--- config.mk ---
export PLATFORM = sky130hd
export DESIGN_NAME = acl_table_indirect_access
export DESIGN_NICKNAME = d
export VERILOG_FILES = /design/src/rtl/acl_table_pkg.sv /design/src/rtl/acl_table_indirect_access.sv
export VERILOG_INCLUDE_DIRS = /design/src /design/src/rtl
export SDC_FILE = /design/constraint.sdc
export NUM_CORES = 2
export LEC_CHECK = 0
export BUFFER_PORTS_ARGS = -buffer_cell sky130_fd_sc_hd__clkbuf_2
export CAP_MARGIN = 20
export CORE_MARGIN = 1.5
export CORE_UTILIZATION = 25
export CTS_CLUSTER_SIZE = 12
export DETAILED_ROUTE_END_ITERATION = 8
export HOLD_SLACK_MARGIN = 0.03
export PLACE_DENSITY = 0.37
export SETUP_SLACK_MARGIN = 0.3
export SLEW_MARGIN = 20
export SYNTH_ARGS = -nofsm -noshare
export SYNTH_HDL_FRONTEND = slang
export SYNTH_SLANG_ARGS = --single-unit
export TNS_END_PERCENT = 20
--- constraint.sdc ---
create_clock -name clk_sys_i -period 7.95 [get_ports clk_sys_i]
set_input_delay 1.9875 -clock clk_sys_i [delete_from_list [all_inputs] [get_ports clk_sys_i]]
set_output_delay 1.9875 -clock clk_sys_i [all_outputs]
set_load 0.02 [all_outputs]
--- src/rtl/acl_table_consts.svh ---
// Contract
// RULE1 - Remark priority LSB sits in bit 7 of the byte after the two MSBs
// RULE2 - Six-bit forward mask, bit 0 is port 1; set bit forwards there
// RULE3 - High byte-enable bit 0 picks staging byte 7, bit 7 picks byte 0
// RULE4 - Low byte-enable bit 0 picks byte 15, bit 7 picks byte 8
// RULE5 - Writing low byte-enable starts transfer at 4-bit index; direction 1 writes, 0 reads
// RULE6 - Only staging bytes with byte-enable set move during a transfer
// RULE7 - Write-complete flag, control bit 6, resets to one, zero while writing
// RULE8 - Read-complete flag, control bit 5, resets to one, zero while reading
// RULE9 - Host polls read-complete until one before reading result bytes
// RULE10 - Rule mode 00 none, 01 layer 2, 10 layer 3, 11 layer 4
// RULE11 - Compare-sense one matches on equal, zero matches on differ
// RULE12 - Unselected table bytes and unselected staging bytes stay unchanged
// RULE13 - Completion flag clears on start cycle, sets when table access ends
`ifndef ACL_TABLE_CONSTS_SVH
`define ACL_TABLE_CONSTS_SVH

// ==========================================================
// Register offsets
`define ACL_OFS_STAGE_FIRST   5'h00
`define ACL_OFS_STAGE_LAST    5'h0f
`define ACL_OFS_SEL_HIGH      5'h10
`define ACL_OFS_SEL_LOW       5'h11
`define ACL_OFS_CONTROL       5'h12

// ==========================================================
// Field positions
`define ACL_CTL_WR_DONE_BIT   6
`define ACL_CTL_RD_DONE_BIT   5
`define ACL_CTL_DIR_BIT       4
`define ACL_REMARK_LSB_BIT    7
`define ACL_BYTE_REMARK_MSB   4'ha
`define ACL_BYTE_REMARK_LSB   4'hb
`define ACL_BYTE_MODE_CMP     4'h1
`define ACL_BYTE_FWD_MASK     4'hd

// ==========================================================
// Reset values and timing
`define ACL_STAGE_RESET       8'h00
`define ACL_LAST_ENTRY        4'hf
`define ACL_ENTRY_BYTES       16

`endif

--- src/rtl/acl_table_pkg.sv ---
package acl_table_pkg;
    typedef enum logic [1:0] {
        XFER_IDLE  = 2'b00,
        XFER_READ  = 2'b01,
        XFER_WRITE = 2'b10
    } xfer_state_t;

    typedef enum logic [1:0] {
        MODE_NONE   = 2'b00,
        MODE_LAYER2 = 2'b01,
        MODE_LAYER3 = 2'b10,
        MODE_LAYER4 = 2'b11
    } rule_mode_t;

    typedef struct packed {
        xfer_state_t       state;
        logic [3:0]        index;
        logic              direction;
        logic              wr_done;
        logic              rd_done;
        logic [3:0]        walk;
        logic [15:0]       select;
        logic [15:0][7:0]  stage;
        logic [7:0]        rdata;
        logic              busy;
    } acl_state_t;
endpackage

--- src/rtl/acl_table_indirect_access.sv ---
// Chosen here: the placing of the registers and the plain strobed port.
`include "acl_table_consts.svh"

module acl_table_indirect_access (
    // Clock and reset
    input  wire logic                    clk_sys_i,
    input  wire logic                    reset_i,
    // Register port
    input  wire logic [4:0]              addr_i,
    input  wire logic [7:0]              wdata_i,
    input  wire logic                    wr_i,
    input  wire logic                    rd_i,
    output logic      [7:0]              rdata_o,
    // Decoded fields of the staged entry
    output logic      [2:0]              remark_priority_o,
    output logic      [5:0]              forward_port_mask_o,
    output acl_table_pkg::rule_mode_t    rule_mode_o,
    output logic                         match_on_equal_o,
    output logic                         transfer_busy_o
);
    import acl_table_pkg::*;

    // ==========================================================
    // Table store and state
    logic [15:0][7:0] table_mem [16];
    acl_state_t       st_r;
    acl_state_t       st_nxt;

    // Byte-enable bit i addresses staging byte 15-i
    function automatic logic [15:0] byte_select_map(input logic [7:0] high, input logic [7:0] low);
        logic [15:0] m;
        m = '0;
        for (int i = 0; i < 8; i++) begin
            m[7 - i]  = high[i]; // see RULE3
            m[15 - i] = low[i];  // see RULE4
        end
        return m;
    endfunction

    function automatic logic [7:0] reg_read(input acl_state_t s, input logic [4:0] a);
        logic [7:0] v;
        logic [15:0] sel_raw;
        v = 8'h00;
        sel_raw = '0;
        for (int i = 0; i < 8; i++) begin
            sel_raw[8 + i] = s.select[7 - i];
            sel_raw[i]     = s.select[15 - i];
        end
        if (a <= `ACL_OFS_STAGE_LAST) begin
            v = s.stage[a[3:0]];
        end else if (a == `ACL_OFS_SEL_HIGH) begin
            v = sel_raw[15:8];
        end else if (a == `ACL_OFS_SEL_LOW) begin
            v = sel_raw[7:0];
        end else if (a == `ACL_OFS_CONTROL) begin
            v = {1'b0, s.wr_done, s.rd_done, s.direction, s.index}; // see RULE7 // see RULE8
        end
        return v;
    endfunction

    // ==========================================================
    // Next state
    always_comb begin
        st_nxt = st_r;
        if (rd_i) begin
            st_nxt.rdata = reg_read(st_r, addr_i);
        end
        if (wr_i) begin
            if (addr_i <= `ACL_OFS_STAGE_LAST) begin
                st_nxt.stage[addr_i[3:0]] = wdata_i;
            end else if (addr_i == `ACL_OFS_SEL_HIGH) begin
                st_nxt.select = byte_select_map(wdata_i, 8'h00) | (st_r.select & 16'hff00);
            end else if (addr_i == `ACL_OFS_SEL_LOW) begin
                // Low byte-enable write launches the transfer
                st_nxt.select = byte_select_map(8'h00, wdata_i) | (st_r.select & 16'h00ff);
                st_nxt.walk   = 4'h0;
                st_nxt.busy   = 1'b1;
                if (st_r.direction) begin // see RULE5
                    st_nxt.state   = XFER_WRITE;
                    st_nxt.wr_done = 1'b0; // see RULE13
                end else begin
                    st_nxt.state   = XFER_READ;
                    st_nxt.rd_done = 1'b0; // see RULE13
                end
            end else if (addr_i == `ACL_OFS_CONTROL) begin
                st_nxt.direction = wdata_i[`ACL_CTL_DIR_BIT];
                st_nxt.index     = wdata_i[3:0];
            end
        end
        // Walk the sixteen byte lanes, one per cycle; a read fills each selected staging byte as the walk reaches it
        case (st_r.state)
            XFER_IDLE: begin
            end
            XFER_READ: begin
                if (st_r.select[st_r.walk]) begin // see RULE6 // see RULE12
                    st_nxt.stage[st_r.walk] = table_mem[st_r.index][st_r.walk];
                end
                st_nxt.walk = st_r.walk + 4'h1;
                if (st_r.walk == `ACL_LAST_ENTRY) begin
                    st_nxt.state   = XFER_IDLE;
                    st_nxt.rd_done = 1'b1; // see RULE13 // see RULE8
                    st_nxt.busy    = 1'b0;
                end
            end
            XFER_WRITE: begin
                st_nxt.walk = st_r.walk + 4'h1;
                if (st_r.walk == `ACL_LAST_ENTRY) begin
                    st_nxt.state   = XFER_IDLE;
                    st_nxt.wr_done = 1'b1; // see RULE13 // see RULE7
                    st_nxt.busy    = 1'b0;
                end
            end
            default: begin
                st_nxt.state = XFER_IDLE;
            end
        endcase
    end

    // ==========================================================
    // Registers
    always_ff @(posedge clk_sys_i or posedge reset_i) begin
        if (reset_i) begin
            st_r       <= '0;
            st_r.wr_done <= 1'b1;
            st_r.rd_done <= 1'b1;
        end else begin
            st_r <= st_nxt;
        end
    end

    // Table store has no reset: it is RAM, contents undefined at power-up
    always_ff @(posedge clk_sys_i) begin
        if (st_r.state == XFER_WRITE && st_r.select[st_r.walk]) begin // see RULE6 // see RULE12
            table_mem[st_r.index][st_r.walk] <= st_r.stage[st_r.walk];
        end
    end

    // ==========================================================
    // Outputs, all registered
    logic [2:0] remark_r;
    logic [5:0] fwd_r;
    logic [1:0] mode_r;
    logic       cmp_r;
    always_ff @(posedge clk_sys_i or posedge reset_i) begin
        if (reset_i) begin
            remark_r <= 3'h0;
            fwd_r    <= 6'h00;
            mode_r   <= 2'h0;
            cmp_r    <= 1'b0;
        end else begin
            remark_r <= {st_nxt.stage[`ACL_BYTE_REMARK_MSB][1:0],
                         st_nxt.stage[`ACL_BYTE_REMARK_LSB][`ACL_REMARK_LSB_BIT]}; // see RULE1
            fwd_r    <= st_nxt.stage[`ACL_BYTE_FWD_MASK][5:0]; // see RULE2
            mode_r   <= st_nxt.stage[`ACL_BYTE_MODE_CMP][5:4]; // see RULE10
            cmp_r    <= st_nxt.stage[`ACL_BYTE_MODE_CMP][0];   // see RULE11
        end
    end

    assign rdata_o             = st_r.rdata;
    assign remark_priority_o   = remark_r;
    assign forward_port_mask_o = fwd_r;
    assign rule_mode_o         = rule_mode_t'(mode_r);
    assign match_on_equal_o    = cmp_r;
    assign transfer_busy_o     = st_r.busy;
endmodule

---- After elaboration in Yosys (flattened, before gate mapping) ----
Memory sizes are Yosys's and may differ from the RTL's.
Cells that the tools add are included.
word-level totals
  register bits ........................... 178
  bits in writable memories ............... 2048
  bits of input ports ..................... 17
  output and inout port bits .............. 21
  logic and storage cells ................. 107
  memories kept ........................... 1
memories
  memory     words  width  read ports  clocked after Yosys merged registers in  wr ports  line                             text
  table_mem  16     128    1           0                                        1         acl_table_indirect_access.sv:25  logic [15:0][7:0] table_mem [16];
operators by class
  $add $sub $neg .......................... 1
  magnitude comparators ................... 5
  equal/unequal tests ..................... 8
  multiplexer cells ....................... 47
  bitwise logic cells ..................... 5
  reductions and logical operators ........ 11
operators with widths
  operator                                                    count
  two-way mux 128 bit                                         4
  bitwise mux 128 bit                                         2
  two-way mux 157 bit                                         1
  binary-select mux 8 bit (select 4 bit)                      3
  demux 8 bit (select 4 bit)                                  2
  two-way mux 8 bit                                           8
  two-way mux 29 bit                                          1
  two-way mux 22 bit                                          1
  two-way mux 16 bit                                          1
  OR 16 x 8 -> 16 bit                                         1
  OR 8 x 16 -> 16 bit                                         1
  == test 5 bit, second input constant                        3
  two-way mux 1 bit                                           14
  two-way mux 13 bit                                          1
  less-than comparator 4 x 5 -> 1 bit, second input constant  2
  two-way mux 5 bit                                           2
  >= comparator 4 x 1 -> 1 bit, second input constant         2
  two-way mux 7 bit                                           1
  two-way mux 2 bit                                           3
  nonzero test 2 bit                                          3
  <= comparator 5 x 4 -> 1 bit, second input constant         1
  AND reduction 5 bit                                         1
  adder 4 x 1 -> 4 bit, second input constant                 1
  binary-select mux 1 bit (select 4 bit)                      1
  other kinds (12)                                            17

---- Longest topological paths before layout ----
  word-level depth ........................ 10
  mapped depth ............................ 11
  mapped depth without buffers ............ 6

---- Worst setup path before layout ----
No wires, ideal clock.
  path kind ............................... input port to flip-flop
  start point ............................. in addr_i[0]
  end point ............................... reg st_r, in the netlist rdata_o[5]
  setup time .............................. 0.137 ns
  arrival ................................. 3.819 ns
  data required time ...................... 7.813 ns
  path slack .............................. 3.994 ns
  stages .................................. 7
  buffers on the path ..................... 2
  cell sequence ........................... buf_2 -> buf_2 -> mux4_2 -> mux4_2 -> nor2b_1 -> a21oi_1 -> a21oi_1
on the way
  word-level cells in the longest chain between the ends .. 5
ends and longest elaborated chain
  what                     line                              text
  from (decl)              acl_table_indirect_access.sv:9    input wire logic [4:0] addr_i,
  == test 5 bit (no line)  -
  two-way mux 7 bit        acl_table_indirect_access.sv:55   end else if (a == `ACL_OFS_CONTROL) begin
  two-way mux 8 bit        acl_table_indirect_access.sv:53   end else if (a == `ACL_OFS_SEL_LOW) begin
  two-way mux 8 bit        acl_table_indirect_access.sv:51   end else if (a == `ACL_OFS_SEL_HIGH) begin
  two-way mux 8 bit *      acl_table_indirect_access.sv:49   if (a <= `ACL_OFS_STAGE_LAST) begin
  to (signal assigned)     acl_table_indirect_access.sv:127  st_r <= st_nxt;
  to (decl)                acl_table_indirect_access.sv:26   acl_state_t st_r;
Every way passes the cells marked *; elsewhere a longest branch is shown, timed or not. The select of a mux whose other input is x is not followed.
A chain may end at the register's enable or synchronous reset.

==> flow_summary_export.csv <==
group,metric,value,unit
global_route,top_usage_layer,"met2",
floorplan,rows,220,
finish,nFillCells,35300,
routing,drc,0,
timing,rsz0062_at_grt,"no",
global_route,grt_pass1_wl,388000,microns
finish,multiInputGateArea,22700,sq um
finish,drive_gt1_share,22.0,%
pwr,power-per-cell-area,374,nW/um^2
logic_synthesis,ys_warn_count,0,
logic_synthesis,synth.top_cell.area_share,68.3,%
critical_path,startpoint,"st_r[163]$_DFFE_PP0P_",
run_status,status,"finished clean",
logic_synthesis,synthTopCellsByArea,"edfxtp_1 68%, mux4_2 11%, mux2i_1 4.8%",
floorplan,initial_core_util,25.1,%
critical_path,ff2ff_path_depth,8,
placed_design,gp_congestion,0.763,
timing,slew_viol_final,0,
clock_network,clk_latency,920,ps
floorplan,die_h,603,microns
routing,first_iter_violations,3872,
routing,wl_per_cell,28.7,microns
routing,drtPass1Iterations,5,
critical_path,r2r-end,"st_r[92]$_DFF_PP0_",
hold_path,hold_path_class,"register to register",
critical_path,crit_path_end_kind,"register",
routing,vias,45300,
critical_path,path_max_fanout,36,
global_route,antenna_found_initial,24,
timing,final.period_utilization,58.1,%
critical_path,start_kind,"register",
finish,layout.nets,4824,
clock_network,clock_sinks,2214,
timing,fin_setup_tns,0,ps
routing,ant_nets,0,
critical_path,criticalPathCategory,"register to register",
finish,regArea,65700,sq um
global_route,met2_usage,24.4,%
global_route,first_global_vias,46800,
pwr,ir_drop,0.588,mV
critical_path,cp_data_required_time,8730,ps
logic_synthesis,yosysTopAreaCell,"edfxtp_1",
clock_network,post-cts-setup-buffers,0,
global_route,globalRouteMet1Util,21.0,%
timing,finalCriticalPeriod,4620,ps
job,max_cap_violations,0,
placed_design,port_buffers,37,
floorplan,die_w,603,microns
clock_network,cts_hold_buf,0,
logic_synthesis,syn_inst,4756,
critical_path,r2r_slack,3330,ps
logic_synthesis,seq_area_frac_synth,72.9,%
logic_synthesis,yosys_register_bits,2214,
clock_network,numCtsBuffers,243,
critical_path,cp-endpoint,"st_r[92]$_DFF_PP0_",
clock_network,cts_resized,0,
timing,hold_viol,0,
logic_synthesis,synth_area,90000,sq um
routing,routed_via_density,4.64,
logic_synthesis,syn_area_per_cell,18.9,sq um
floorplan,ios,38,
timing,max_freq,217,MHz
logic_synthesis,synth_edf_count,2048,
logic_synthesis,ys_async_sr_fraction,7.50,%
critical_path,reg2reg_from,"st_r[163]$_DFFE_PP0P_",
routing,routed_wl,280000,microns
global_route,grt.total_usage,15.1,%
pwr,p_total,38600,uW
logic_synthesis,synth_fp_nets,4781,
floorplan,dieArea,364000,sq um
clock_network,ctsRootBufferMaster,"clkbuf_16",
clock_network,htreeDepth,4,
global_route,met3_usage,2.63,%
global_route,grt_max_degree,217,
logic_synthesis,synth_cell_types,59,
timing,setup_viol,0,
timing,worstMarginPinSlew,1140,ps
timing,skew,95.2,ps
placed_design,dpl.hpwl,165000,microns
clock_network,path_clk_slew,60,ps
pwr,power.leakage,0.0319,uW
timing,slew_headroom,24.2,%
clock_network,cts_tree,"yes",
clock_network,cts_buffer_depth,4,
global_route,gr-total-overflow,0,
critical_path,arrival,5400,ps
logic_synthesis,synth_flop_cell,"edfxtp_1",
floorplan,core,359000,sq um
timing,whs,474,ps
finish,area_delta_synth_final,14.6,%
[flip-flops by register name, indices dropped and copies added (netlist names), named ones only]
| register | count |
|---|---|
| forward_port_mask_o | 5 |
| rdata_o | 8 |
| remark_priority_o | 2 |
| rule_mode_o | 1 |
| st_r | 141 |
| table_mem | 2048 |
| transfer_busy_o | 1 |
[Yosys cell counts, drive strengths merged, types with 6 or more instances]
| library cell | number |
|---|---|
| a211oi | 53 |
| a21oi | 63 |
| a221oi | 6 |
| a22o | 13 |
| a22oi | 135 |
| a31oi | 66 |
| and2 | 13 |
| and3 | 25 |
| buf | 202 |
| clkbuf | 137 |
| dfrtp | 164 |
| edfxtp | 2048 |
| ha | 8 |
| mux2 | 149 |
| mux2i | 430 |
| mux4 | 441 |
| nand2 | 124 |
| nand3 | 83 |
| nand4 | 15 |
| nor2 | 333 |
| nor2b | 30 |
| nor3 | 6 |
| o21ai | 107 |
| o221ai | 31 |
| o22ai | 31 |
[through the flow]
| step | utilization, % | worst slack (ps) | std cells | cell area (sq um) |
|---|---|---|---|---|
| final | 28.7 | 3330 | 9766 | 103000 |
| after CTS | 28.7 | 3250 | 9759 | 103000 |
| after detailed placement | 26.6 | 3180 | 9324 | 95500 |
| after global routing | 28.7 | 3160 | 9763 | 103000 |
| after floorplan | - | 1480 | 4756 | 90000 |
| after global placement | 26.6 | 3190 | 9324 | 95400 |
[placed cells by master (no fill, tap or decap), types with 10 or more instances in the layout]
master,count
nand2_1,112
a21oi_1,61
buf_12,17
clkinv_1,60
clkinv_2,34
nand4_1,15
edfxtp_1,2048
mux4_2,416
o21ai_0,107
a211oi_1,51
a22o_1,13
a31oi_1,64
nand2_2,12
nor2_1,319
mux2i_1,430
and3_1,25
buf_4,81
a22oi_1,135
bufinv_16,17
mux4_1,17
nor2b_1,25
clkbuf_2,36
clkbuf_1,58
mux2_2,149
nand3_1,75
and2_1,10
nor2_2,10
clkbuf_16,246
o22ai_1,31
o221ai_1,31
dfrtp_1,158
[power by group]
group          total (uW)  switching, uW  internal (uW)
combinational       10200           7810           2420
sequential          17400            415          17000
clock               11000           4730           6260
total               38600          13000          25700
[layout make-up]
type | instances | share of cell area [%]
antenna | 4 | 0.00971
inverter | 6 | 0.0267
clock inverter | 123 | 1.04
multi-input combinational | 2195 | 22.0
sequential | 2214 | 63.7
tap | 4773 | 5.79
timing repair buffer | 139 | 1.17
clock buffer | 312 | 6.29
[cells by family after synthesis]
kind of cell | after synthesis | share of synthesized area, %
buffers and inverters | 347 | 2.09
adder cells (fa/ha/maj) | 8 | 0.111
flip-flops | 2214 | 72.9
AND/OR/NAND/NOR | 642 | 3.11
multiplexers | 1020 | 17.8
AO/OA/AOI/OAI | 525 | 3.99
[critical path, stage by stage (launching register included)]
cell and delay (ps):
dfrtp_4 950, buf_4 620, buf_4 560, mux4_2 390
mux4_2 490, mux2i_1 670, nor2_1 80, a31oi_1 440
o21ai_0 170
[worst min path at each step]
stage | start | depth (start not counted) | end
after global routing | st_r[156]$_DFFE_PP0P_ | 1 | st_r[156]$_DFFE_PP0P_
after CTS | st_r[156]$_DFFE_PP0P_ | 1 | st_r[156]$_DFFE_PP0P_
after detailed placement | st_r[156]$_DFFE_PP0P_ | 1 | st_r[156]$_DFFE_PP0P_
final | st_r[156]$_DFFE_PP0P_ | 1 | st_r[156]$_DFFE_PP0P_
after floorplan | st_r[157]$_DFF_PP1_ | 2 | st_r[157]$_DFF_PP1_
after global placement | st_r[156]$_DFFE_PP0P_ | 1 | st_r[156]$_DFFE_PP0P_
[layer usage]
metal  part of all wire, %  vias to the layer above
li1                      -                    19500
met1                    45                    24500
met2                    47                     1086
met3                   5.0                      335
met4                   2.2                        4
met5                0.0082                        -
Note: power is estimated with default switching activity, not from simulation.
